File: src/hw/subclk_pkg.sv
// Package for the subclock mode controller: offsets, fields, reset values, types
package subclk_pkg;
   // ----------------------------------------------------------------
   // Register offsets
   // ----------------------------------------------------------------
   localparam logic [11:0] OFF_CLOCK_CTRL = 12'h000;
   localparam logic [11:0] OFF_PERIPH_SEL = 12'h004;
   localparam logic [11:0] OFF_RUN_STATUS = 12'h008;
   // ----------------------------------------------------------------
   // Clock control field positions
   // ----------------------------------------------------------------
   localparam int DIV_LSB = 0;
   localparam int DIV_W = 3;
   localparam int SUB_SEL_POS = 3;
   localparam int MAIN_STOP_POS = 4;
   localparam int SRC_STAT_POS = 5;
   // ----------------------------------------------------------------
   // Peripheral clock select field positions
   // ----------------------------------------------------------------
   localparam int T8_EXT_LSB = 0;
   localparam int CSI_EXT_LSB = 2;
   localparam int UART_EXT_POS = 5;
   localparam int WATCH_SUB_POS = 6;
   localparam int TIMER_H_CH1_SUB_POS = 7;
   localparam int WDT2_SUB_POS = 8;
   // ----------------------------------------------------------------
   // Reset values
   // ----------------------------------------------------------------
   localparam logic [2:0] RST_DIV = 3'h0;
   localparam logic [8:0] RST_PERIPH_SEL = 9'h000;
   localparam logic [31:0] UNMAPPED_DATA = 32'h0000_0000;
   // ----------------------------------------------------------------
   // Types
   // ----------------------------------------------------------------
   typedef enum logic [1:0] {
      MODE_NORMAL,
      MODE_SUB_START,
      MODE_SUB
   } mode_t;
   typedef struct packed {
      logic cpu;
      logic intc;
      logic key_int;
      logic rom_corr;
      logic ext_bus;
      logic timer16;
      logic timer_h0;
      logic timer_h1;
      logic timer8_ch0;
      logic timer8_ch1;
      logic watch;
      logic wdt1;
      logic wdt2;
      logic [2:0] csi_basic;
      logic csi_auto;
      logic two_wire;
      logic first_async_serial;
      logic uart12;
      logic adc;
      logic dac;
      logic rto;
   } periph_run_t;
endpackage

File: src/hw/subclock_mode_control.sv
// Subclock operation mode controller with APB register access
//
// Behaviour
// [RULE1] Setting the subclock select bit in normal mode starts subclock operation.
// [RULE2] In subclock operation the system clock source moves from main clock to subclock.
// [RULE3] Setting the main oscillator stop bit halts the main oscillator.
// [RULE4] Once the source status reads 1, watchdog 1 is frozen holding its count.
// [RULE5] Clearing the subclock select bit or a reset ends subclock operation.
// [RULE6] Software restarts a stopped main oscillator and waits its settling before leaving.
// [RULE7] Leaving subclock operation returns the device to normal mode on the main clock.
// [RULE8] Software keeps the divider field unchanged when it changes the select bit.
// [RULE9] Subclock mode with main oscillator running keeps every unit except watchdog 1 enabled.
// [RULE10] With main stopped, CPU, interrupts and key interrupt run; the listed units stop.
// [RULE11] With main stopped, 8-bit timers run only on their external clock input.
// [RULE12] With main stopped, basic clocked serial channels run only on external clock.
// [RULE13] With main stopped, the first UART runs only on its external baud clock.
// [RULE14] With main stopped, watch timer, timer H1 and watchdog 2 run only on subclock.
//
// Implementation choices: register access over APB and the address map.
`timescale 1ns/1ps
module subclock_mode_control
   import subclk_pkg::*;
(
   input wire logic clk,
   input wire logic nrst,
   input wire logic psel,
   input wire logic penable,
   input wire logic pwrite,
   input wire logic [11:0] paddr,
   input wire logic [31:0] pwdata,
   output logic [31:0] prdata,
   output logic pready,
   output logic pslverr,
   output logic use_subclock,
   output logic main_osc_enable,
   output logic wdt1_freeze,
   output logic [DIV_W-1:0] cpu_clock_divider_field,
   output periph_run_t periph_run
);
   // ----------------------------------------------------------------
   // Reset release
   // ----------------------------------------------------------------
   logic rst_meta;
   logic rst_n;
   always_ff @(posedge clk or negedge nrst) begin
      if (!nrst) begin
         rst_meta <= 1'b0;
         rst_n <= 1'b0;
      end else begin
         rst_meta <= 1'b1;
         rst_n <= rst_meta;
      end
   end

   // ----------------------------------------------------------------
   // Bus decode
   // ----------------------------------------------------------------
   logic wr_en;
   logic rd_en;
   assign wr_en = psel && penable && pwrite;
   assign rd_en = psel && penable && !pwrite;

   function automatic logic hit(input logic [11:0] a, input logic [11:0] off);
      hit = (a == off);
   endfunction

   // ----------------------------------------------------------------
   // Clock control and peripheral select registers
   // ----------------------------------------------------------------
   logic subclock_select_bit;
   logic main_osc_stop_bit;
   logic [DIV_W-1:0] div;
   logic [8:0] periph_sel;
   mode_t mode;
   logic clock_source_status_bit;
   assign clock_source_status_bit = (mode == MODE_SUB);

   always_ff @(posedge clk or negedge rst_n) begin
      if (!rst_n) begin
         subclock_select_bit <= 1'b0;
         main_osc_stop_bit <= 1'b0;
         div <= RST_DIV;
      end else if (wr_en && hit(paddr, OFF_CLOCK_CTRL)) begin
         subclock_select_bit <= pwdata[SUB_SEL_POS]; // [RULE1] [RULE5]
         main_osc_stop_bit <= pwdata[MAIN_STOP_POS]; // [RULE3]
         div <= pwdata[DIV_LSB +: DIV_W];
      end
   end

   always_ff @(posedge clk or negedge rst_n) begin
      if (!rst_n) begin
         periph_sel <= RST_PERIPH_SEL;
      end else if (wr_en && hit(paddr, OFF_PERIPH_SEL)) begin
         periph_sel <= pwdata[8:0];
      end
   end

   // ----------------------------------------------------------------
   // Mode sequencer
   // ----------------------------------------------------------------
   always_ff @(posedge clk or negedge rst_n) begin
      if (!rst_n) begin
         mode <= MODE_NORMAL; // [RULE5]
      end else begin
         unique case (mode)
            MODE_NORMAL: begin
               if (subclock_select_bit) begin
                  mode <= MODE_SUB_START; // [RULE1]
               end
            end
            MODE_SUB_START: begin
               mode <= subclock_select_bit ? MODE_SUB : MODE_NORMAL;
            end
            MODE_SUB: begin
               if (!subclock_select_bit) begin
                  mode <= MODE_NORMAL; // [RULE5] [RULE7]
               end
            end
            default: begin
               mode <= MODE_NORMAL;
            end
         endcase
      end
   end

   // ----------------------------------------------------------------
   // Read data and bus answer
   // ----------------------------------------------------------------
   always_ff @(posedge clk or negedge rst_n) begin
      if (!rst_n) begin
         prdata <= UNMAPPED_DATA;
         pready <= 1'b0;
         pslverr <= 1'b0;
      end else begin
         pready <= psel && !penable;
         pslverr <= 1'b0;
         prdata <= UNMAPPED_DATA;
         if (psel && !penable && !pwrite) begin
            if (hit(paddr, OFF_CLOCK_CTRL)) begin
               prdata[DIV_LSB +: DIV_W] <= div;
               prdata[SUB_SEL_POS] <= subclock_select_bit;
               prdata[MAIN_STOP_POS] <= main_osc_stop_bit;
               prdata[SRC_STAT_POS] <= clock_source_status_bit; // [RULE4]
            end else if (hit(paddr, OFF_PERIPH_SEL)) begin
               prdata[8:0] <= periph_sel;
            end else if (hit(paddr, OFF_RUN_STATUS)) begin
               prdata[$bits(periph_run_t)-1:0] <= periph_run;
            end
         end
      end
   end

   // ----------------------------------------------------------------
   // Clock steering outputs
   // ----------------------------------------------------------------
   logic main_off;
   assign main_off = main_osc_stop_bit;

   always_ff @(posedge clk or negedge rst_n) begin
      if (!rst_n) begin
         use_subclock <= 1'b0;
         main_osc_enable <= 1'b1;
         wdt1_freeze <= 1'b0;
         cpu_clock_divider_field <= RST_DIV;
      end else begin
         use_subclock <= (mode != MODE_NORMAL); // [RULE2] [RULE7]
         main_osc_enable <= !main_off; // [RULE3]
         wdt1_freeze <= clock_source_status_bit; // [RULE4]
         cpu_clock_divider_field <= div;
      end
   end

   // ----------------------------------------------------------------
   // Peripheral run enables
   // ----------------------------------------------------------------
   periph_run_t next_run;
   always_comb begin
      next_run = '1; // [RULE9]
      if (main_off) begin
         next_run.timer16 = 1'b0; // [RULE10]
         next_run.timer_h0 = 1'b0;
         next_run.csi_auto = 1'b0;
         next_run.two_wire = 1'b0;
         next_run.uart12 = 1'b0;
         next_run.adc = 1'b0;
         next_run.dac = 1'b0;
         next_run.rto = 1'b0;
         next_run.wdt1 = 1'b0;
         next_run.timer8_ch0 = periph_sel[T8_EXT_LSB]; // [RULE11]
         next_run.timer8_ch1 = periph_sel[T8_EXT_LSB + 1];
         next_run.csi_basic = periph_sel[CSI_EXT_LSB +: 3]; // [RULE12]
         next_run.first_async_serial = periph_sel[UART_EXT_POS]; // [RULE13]
         next_run.watch = periph_sel[WATCH_SUB_POS]; // [RULE14]
         next_run.timer_h1 = periph_sel[TIMER_H_CH1_SUB_POS];
         next_run.wdt2 = periph_sel[WDT2_SUB_POS];
      end
      if (clock_source_status_bit) begin
         next_run.wdt1 = 1'b0; // [RULE4]
      end
   end

   always_ff @(posedge clk or negedge rst_n) begin
      if (!rst_n) begin
         periph_run <= '1;
      end else begin
         periph_run <= next_run;
      end
   end
endmodule

File: config.mk
export PLATFORM = sky130hd
export DESIGN_NAME = subclock_mode_control
export DESIGN_NICKNAME = d
export VERILOG_FILES = /design/src/hw/subclk_pkg.sv /design/src/hw/subclock_mode_control.sv
export SDC_FILE = /design/constraint.sdc
export NUM_CORES = 1
export LEC_CHECK = 0
export ABC_AREA = 0
export BUFFER_PORTS_ARGS = -buffer_cell sky130_fd_sc_hd__buf_2
export CAP_MARGIN = 20
export CORE_UTILIZATION = 35
export CTS_CLUSTER_DIAMETER = 30
export DETAILED_ROUTE_END_ITERATION = 16
export PLACE_DENSITY = 0.66
export SYNTH_ARGS = -nofsm -noshare
export SYNTH_HDL_FRONTEND = slang
export SYNTH_SLANG_ARGS = --single-unit
File: constraint.sdc
create_clock -name clk -period 1.65 [get_ports clk]
set_input_delay 0.165 -clock clk [delete_from_list [all_inputs] [get_ports clk]]
set_output_delay 0.165 -clock clk [all_outputs]
set_load 0.05 [all_outputs]
=== Word-level counts from Yosys, hierarchy flattened ===
Cells that the tools add are included.

* Register bits after elaboration: 66
* Input bits: 49
* Output and inout bits: 63
* Logic and storage cells: 60

* Equality and inequality tests: 6
* Muxes and demuxes: 12
* Reduce and logical (&&, ||, !) cells: 13

{| class="wikitable"
|+ Operators with widths
! kind !! count
|-
| 23-bit 2-to-1 mux || 2
|-
| 18-bit 2-to-1 mux || 1
|-
| 17-bit 2-to-1 mux || 1
|-
| 14-bit 2-to-1 mux || 1
|-
| 12-bit by 3-bit == test with 1-bit output, second input constant || 1
|-
| 12-bit by 4-bit == test with 1-bit output, second input constant || 1
|-
| 12-bit logical NOT || 1
|-
| 9-bit 2-to-1 mux || 1
|-
| 1-bit logical AND || 6
|-
| 2-bit 2-to-1 mux || 3
|-
| 6-bit 2-to-1 mux || 1
|-
| 2-bit one-hot mux with 3 select lines || 1
|-
| 2-bit != test, second input constant || 2
|-
| 1-bit logical NOT || 3
|-
| 2-bit by 1-bit == test with 1-bit output, second input constant || 1
|-
| 2-bit == test, second input constant || 1
|-
| 2-bit logical NOT || 1
|-
| 2-bit AND reduction || 1
|-
| 2-bit nonzero test || 1
|-
| 1-bit 2-to-1 mux || 1
|}

=== Logic depth before layout (Yosys ltp) ===
Gate-level depths: netlist of run 1.

* Word-level depth: 5
* Gate-level depth with buffers: 5
* Gate-level depth less buffers: 3

=== Worst setup path after synthesis of run 1 ===
Ideal clock, no wire load.

* Path kind: input to register
* Start: input port paddr[5]
* End: register periph_sel[0]
* Library setup time: 125 ps
* Arrival time: 1623 ps
* Required time: 1525 ps
* Path slack: -98 ps
* Cell stages on the path: 3
* Path through: or4_4 -> nor4_4 -> mux2_2

* Longest elaborated chain between the ends: 2

{| class="wikitable"
|+ Ends and longest elaborated chain
! element !! RTL line !! RTL
|-
| start, declared || subclock_mode_control.sv:29 || <nowiki>input wire logic [11:0] paddr,</nowiki>
|-
| 12-bit by 3-bit == test with 1-bit output || subclock_mode_control.sv:64 || <nowiki>hit = (a == off);</nowiki>
|-
| 1-bit logical AND || subclock_mode_control.sv:93 || <nowiki>end else if (wr_en && hit(paddr, OFF_PERIPH_SEL)) begin</nowiki>
|-
| end signal, assigned || subclock_mode_control.sv:94 || <nowiki>periph_sel <= pwdata[8:0];</nowiki>
|-
| end, declared || subclock_mode_control.sv:73 || <nowiki>logic [8:0] periph_sel;</nowiki>
|}

Every way passes these cells.
A chain may end at the register's enable or synchronous reset.

=== Worst setup path in the final report of run 1 ===
* Start: input port paddr[3]
* End: register periph_sel[5]

Same word-level chain as after synthesis.

==> metrics.md, run 1 <==
| Metric | Value |
|---|---|
| Status | completed |
| Total power | 2.22 mW |
| Post-DR vias/cell | 4.41 |
| TritonCTS clock tree | yes |
| Seq pwr share | 59.0% |
| DRC Markers | 0 |
| Unrepaired setup endpoints after global routing | no |
| Most common cell after layout, fill and taps aside | buf_2 |
| CTS root buffer | clkbuf_8 |
| CTS clk-pin slew, worst paths | ~0.090 ns |
| Post-CTS sizing | 0 |
| DR vias | 1433 |
| Post-route ant nets | 0 |
| Cell family with most CP delay | simple AND/OR/NAND/NOR gates |
| Sequential-to-total area share from yosys stat | roughly 60% |
| 1st-iter DRT viols | 47 |
| Area delta synth->final | 21.2% |
| Final min period | between 1.5 and 2 ns |
| GR Util All Layers | 13.9% |
| Post-route insts no fill | between 300 and 400 |
| Core Area | 0.00603 mm^2 |
| DIE WIDTH | 82.0 um |
| FP Rows | 28 |
| Logic pwr share | a little under a tenth |
| Crit-path cells | buf_2 > or4b_2 > nor4_4 > buf_12 > mux2_2 |
| Share of layout cells above drive strength 1 | 49.2% |
| Initial Util | 37.1% |
| Cell variety after synth | 30 |
| Pin count of the biggest net entering global routing | 52 |
| Detailed Route WL | ~4.2 mm |
| Req. time, crit path | 1.84 ns |
| Vias in the first global route | 1398 |
| Max rail drop VDD | between 0.3 and 0.4 mV |
| Final hold slack | ~0.054 ns |
| Power per Cell Area | 817 mW/mm^2 |
| # clock sinks | 53 |
| Clock power frac | 31.9% |
| Routability Congestion | 0.760 |
| Drt wl/cell | around 13 um |
| Die area | 0.00672 mm^2 |
| First-pass GRT wire length | 6.70 mm |
| Crit path capture type | register |
| FFs w/ async S/R, synth | between 90% and 100% |
| Layout Nets | 298 |
| Number of flops mapped to enable cells by yosys | 0 |
| Int Power | 1.66 mW |
| I/O Buffers | 73 |
| Crit path max fanout | 9 |
| Placed Cells | 316 |
| CTS Buf Count | 5 |
| Final Setup Violations | 0 |
| Cell Area, Synth | 0.00224 mm^2 |
| Slowest stage delay, CP | around 0.7 ns |
| Critical path buffers and inverters | 2 |
| FF+latch count, synth | 53 |
| Max-slew violations | 0 |
| Top FF cell, synth | dfrtp_1 |
| Die height | 82.0 um |
| Commonest non-fill, non-tap cells in the layout | buf_2, dfrtp_1, conb_1 |
| Sw Share | between 20% and 30% |
| P_sw | 0.557 mW |
| DP HPWL | 3.00 mm |
| Yosys Warn Count | 0 |
| Clk_lat worst skew | 0.30 ns |
| Grt total ovfl | 0 |
| Crit path max-delay cell type | or4b_2 |
| Total leakage power | around 1.4 nW |
| Initial antenna violation count | 0 |
| Crit path DAT | between 1.5 and 2 ns |
| Avg Cell Area, Syn | 12.5 um^2 |
| Post-Synthesis Cells | 179 |
| MaxCap Viol Count | 0 |
| Longest Clk Path Bufs | 2 |
| Period utilisation layout | around 91% |
| CP Launch Type | input pin |
| Max frequency | about 660 MHz |
| H-Tree Depth | 2 |
| Worst hold path class | input pin to register |
| Diode count | 0 |
| First drt pass iteration count | 4 |
| Post-Route Skew | between 0.002 and 0.003 ns |
| IO Pins | 112 |
| Final Hold Vio Count | 0 |
| WS Path Type | input pin to register |
==> final cells by class <==
cell class | count | area, um^2
Clock buffer | 7 | 76.3
Timing Repair Buffer | 83 | 468
Fill cell | 600 | 3310
Tap cell | 75 | 93.8
Inverter | 10 | 37.5
Clock inverter | 1 | 7.51
Sequential cell | 53 | 1340
Multi-Input combinational cell | 96 | 687
==> layer usage <==
layer	share of wire [%]	track usage, %	vias to the layer above
met3	7.2	5.22	6
met1	41	15.1	684
met2	51	24.6	55
met5	0	0	-
met4	1.2	4.74	0
li1	-	-	688
==> power by group through the flow <==
stage                     clock network, mW  registers [mW]  logic [mW]
after global placement                    0            1.33       0.200
after detailed placement                  0            1.33       0.203
after global routing                  0.795            1.31       0.221
after floorplan                           0            1.35       0.143
after CTS                             0.729            1.31       0.205
final                                 0.707            1.31       0.202
==> final timing paths <==
kind	slack, ns	cells past startpoint	endpoint	from
min reg2reg	0.24	1	pready$_DFF_PN0_	rst_n$_DFF_PN0_
min in group asynchronous	0.17	2	rst_n$_DFF_PN0_	nrst
min	0.05	2	pready$_DFF_PN0_	penable
max in group asynchronous	1.11	1	periph_run[11]$_DFF_PN1_	rst_n$_DFF_PN0_
max	0.14	5	periph_sel[5]$_DFFE_PN0P_	paddr[3]
max reg2reg	0.30	3	prdata[5]$_DFF_PN0_	mode[0]$_DFFE_PN0P_
==> flip-flops by register name, indices dropped and copies added (netlist names), 2 cells and up <==
name and cells:
periph_sel 9, cpu_clock_divider_field 3, div 3, periph_run 10
prdata 18, mode 2
==> kinds of logic after synthesis <==
kind of cell	Yosys count	synth area share, %
buf+inv	44	12.1
other cells	2	0.336
compound gates	10	3.41
flops	53	59.9
mux	19	9.28
simple gates	50	14.6
xor+xnor	1	0.392
==> cells in the mapped netlist, types with 2 or more instances <==
master    instances  area share (%)
dfstp_2          11              13
nor2b_1           4             1.1
nor4_4            2             1.9
or2_2             2            0.56
mux2_2           14             7.0
or4_4             2             1.0
o21a_1            4             1.3
nor2_1            6             1.0
clkbuf_1          5            0.84
dfrtp_1          42              47
nor3_1           15             3.4
nand2_1           3            0.50
inv_1            10             1.7
nand2b_1          9             2.5
a22oi_1           2            0.67
mux2i_1           5             2.2
buf_4            28             9.4
conb_1            2            0.34
a211oi_1          2            0.67
==> through the flow <==
step	area, um^2	setup WS [ns]	TNS, ns	utilization (%)
after floorplan	2300	-0.0968	-0.871	-
after global placement	2620	-0.172	-2.16	43.4
after detailed placement	2620	-0.178	-2.24	43.4
after CTS	2710	0.151	0	45.0
after global routing	2710	0.131	0	45.0
final	2710	0.141	0	45.0
==> repair_timing <==
item,in CTS,in global routing
hold buffers,1,0
endpoints found under the hold margin,2,0
setup buffers,0,0
Power figures use the tool's default switching activity.
==> run 2, diff against run 1 <==
- ABC_AREA: 0 -> 1
==> metrics.md, run 2 <==
| Metric | Value |
|---|---|
| Top-area cell type share of the netlist area | 45.8% (-1.2 points) |
| # Post-CTS Setup Buffers | 0 (unchanged) |
| Crit path max fanout | 10 (+1) |
| First drt pass iteration count | 4 (unchanged) |
| Layout Nets | 345 (+16%) |
| Crit path DAT | 1.19 ns (-0.51 ns) |
| Post-Route Skew | 0.00705 ns (+0.00417 ns) |
| WS Path Type | register to primary output |
| Avg Cell Area, Syn | 10.0 um^2 (-20%) |
| Req. time, crit path | 1.48 ns (-0.36 ns) |
| DRC Markers | 0 (unchanged) |
| Sw Share | 23.4% (-1.7 points) |
| # clock sinks | 53 (unchanged) |
| Yosys Warn Count | 0 (unchanged) |
| FP Rows | 29 (+3.6%) |
| Post-layout instance area | 0.00270 mm^2 (-0.42%) |
| M1 GR Usage | 14.9% (-0.13 points) |
| Die area | 0.00688 mm^2 (+2.5%) |
| Placed Cells | 365 (+16%) |
| Sequential-to-total area share from yosys stat | 58.4% (-1.5 points) |
| Final min period | 1.36 ns (-0.153 ns) |
| Slowest stage delay, CP | 0.61 ns (-0.11 ns) |
| Pre-CTS setup slack | 0.242 ns (+0.420 ns) |
| Post-layout util | 42.5% (-2.5 points) |
| Dominant cells by area after synthesis | dfrtp_1, dfstp_2, buf_4 |
| Status | completed |
| CTS Hold Buffers Added | 1 (unchanged) |
| M2 GR Usage | 19.4% (-5.2 points) |
| DIE WIDTH | 83.0 um (+1.2%) |
| Power per Cell Area | 815 mW/mm^2 (-0.32%) |
| Gr busiest metal | met2 |
| Int Power | 1.69 mW (+1.6%) |
| Drt wl/cell | 10.5 um (-19%) |
| Top FF cell, synth | dfrtp_1 |
| Area of the multi-input gates | 636 um^2 (-7.5%) |
| Largest Register | prdata |
| DP HPWL | 3.07 mm (+2.2%) |
| Critical path buffers and inverters | 1 (-1) |
| IO Pins | 112 (unchanged) |
| Die height | 83.0 um (+1.2%) |
| FF+latch count, synth | 53 (unchanged) |
| Cell Area, Synth | 0.00229 mm^2 (+2.5%) |
| Clk_lat worst skew | 0.29 ns (about the same) |
| Total power | 2.20 mW (-0.74%) |
| Final Hold Vio Count | 0 (unchanged) |
| I/O Buffers | 73 (unchanged) |
| Post-DR vias/cell | 4.24 (-3.8%) |
| P_sw | 0.515 mW (-7.6%) |
| Sequential cell area | 0.00134 mm^2 (unchanged) |
| Area post-placement | 0.00260 mm^2 (-0.67%) |
| First-pass GRT wire length | 6.60 mm (-1.5%) |
| Initial antenna violation count | 0 (unchanged) |
| Grt total ovfl | 0 (unchanged) |
| CP Launch Type | register |
| Final setup margin | 0.294 ns (+0.153 ns) |
| Total leakage power | 1.54 nW (+8.1%) |
| M3 GR Usage | 3.68% (-1.5 points) |
| Crit path capture type | primary output |
| H-Tree Depth | 2 (unchanged) |
| Most common cell after layout, fill and taps aside | buf_2 |
| Crit path max-delay cell type | dfstp_2 |
| 1st-iter DRT viols | 73 (+55%) |
| Core Area | 0.00635 mm^2 (+5.4%) |
| Final Setup Violations | 0 (unchanged) |
| Initial Util | 36.1% (-1.0 points) |
| MaxCap Viol Count | 0 (unchanged) |
| Unrepaired setup endpoints after global routing | no |
| CTS Buf Count | 5 (unchanged) |
| Biggest regs | prdata x18, periph_run x10, periph_sel x9 |
| Pin count of the biggest net entering global routing | 32 (-38%) |
| Seq pwr share | 59.8% (+0.8 points) |
| Cell family with most CP delay | flip-flops |
| Post-CTS sizing | 0 (unchanged) |
| Diode count | 0 (unchanged) |
| Max frequency | 737 MHz (+11%) |
| Max-slew violations | 0 (unchanged) |
| Detailed Route WL | 3.94 mm (-7.1%) |
| Post-route ant nets | 0 (unchanged) |
| Number of flops mapped to enable cells by yosys | 0 (unchanged) |
| Share of layout cells above drive strength 1 | 40.1% (-9.1 points) |
| Routability Congestion | 0.828 (+9.0%) |
| Cell with the most instances after synthesis | dfrtp_1 |
| Fillers | 621 (+3.5%) |
| Period utilisation layout | 82.2% (-9.3 points) |
| FFs w/ async S/R, synth | 100% (unchanged) |
| Final hold slack | 0.0606 ns (+0.00682 ns) |
| Setup TNS | 0 ns (unchanged) |
| Clock power frac | 32.6% (+0.7 points) |
| Vias in the first global route | 1458 (+4.3%) |
| Commonest non-fill, non-tap cells in the layout | buf_2, dfrtp_1, nand2_1 |
| Post-Synthesis Cells | 229 (+28%) |
| CTS root buffer | clkbuf_8 |
| Crit-path cells | buf_2 |
| Cell variety after synth | 29 (-3.3%) |
| Post-route insts no fill | 374 (+15%) |
| Yosys top cell by area | dfrtp_1 |
| Top post-synthesis cells by count | dfrtp_1, nand2_1, buf_4 |
| Max rail drop VDD | 0.396 mV (+5.1%) |
| CTS clk-pin slew, worst paths | 0.09 ns (about the same) |
| GR Util All Layers | 11.9% (-2.0 points) |
| Longest Clk Path Bufs | 2 (unchanged) |
| TritonCTS clock tree | yes |
| DR vias | 1587 (+11%) |
| Logic pwr share | 7.7% (-1.4 points) |
| Area delta synth->final | 17.7% |
| Largest register FFs | 18 (unchanged) |
| Worst hold path class | input pin to register |
==> run 2: area by class of cell <==
class | count | area share, %
multi-input cells | 127 | 23.5
clock buffers | 8 | 3.34
inverters | 31 | 4.40
well taps | 77 | 3.57
flip-flops and latches | 53 | 49.7
repair buffers | 78 | 15.5
==> run 2: cells by family after synthesis <==
group | share of synthesized area (%)
other | 0.327
AO/OA/AOI/OAI | 6.38
AND/OR/NAND/NOR | 18.7
buffers and inverters | 16.1
flip-flops | 58.4
==> run 2: power by group through the flow <==
| stage | logic (mW) | registers [mW] | clock network (mW) |
|---|---|---|---|
| final | 0.169 | 1.31 | 0.716 |
| after detailed placement | 0.169 | 1.34 | 0 |
| after CTS | 0.171 | 1.32 | 0.738 |
| after floorplan | 0.129 | 1.35 | 0 |
| after global placement | 0.166 | 1.34 | 0 |
| after global routing | 0.182 | 1.32 | 0.801 |
==> run 2: worst register-to-register path, stage by stage (launching register included) <==
cell	delay [ns]
dfstp_2	0.61
nand3_1	0.14
nand2_1	0.18
nand2_1	0.08
a21oi_1	0.14
==> run 2: final timing paths <==
kind,start,end,slack (ns),depth (start not counted)
max in group asynchronous,rst_n$_DFF_PN0_,periph_run[9]$_DFF_PN1_,0.84,1
min in group asynchronous,nrst,rst_n$_DFF_PN0_,0.17,2
hold reg to reg,rst_n$_DFF_PN0_,mode[1]$_DFFE_PN0P_,0.22,0
hold / removal,penable,pready$_DFF_PN0_,0.06,2
setup / recovery,main_osc_enable$_DFF_PN1_,periph_run[6],0.29,1
setup reg to reg,main_osc_enable$_DFF_PN1_,prdata[0]$_DFF_PN0_,0.41,4
==> run 2: layer usage <==
metal  vias up  share of wire (%)  wire [um]
met2        52                 49       1930
met4         0                1.5         58
met3         4                5.3        208
met5         -                  0          0
met1       737                 44       1740
li1        794                  -          -
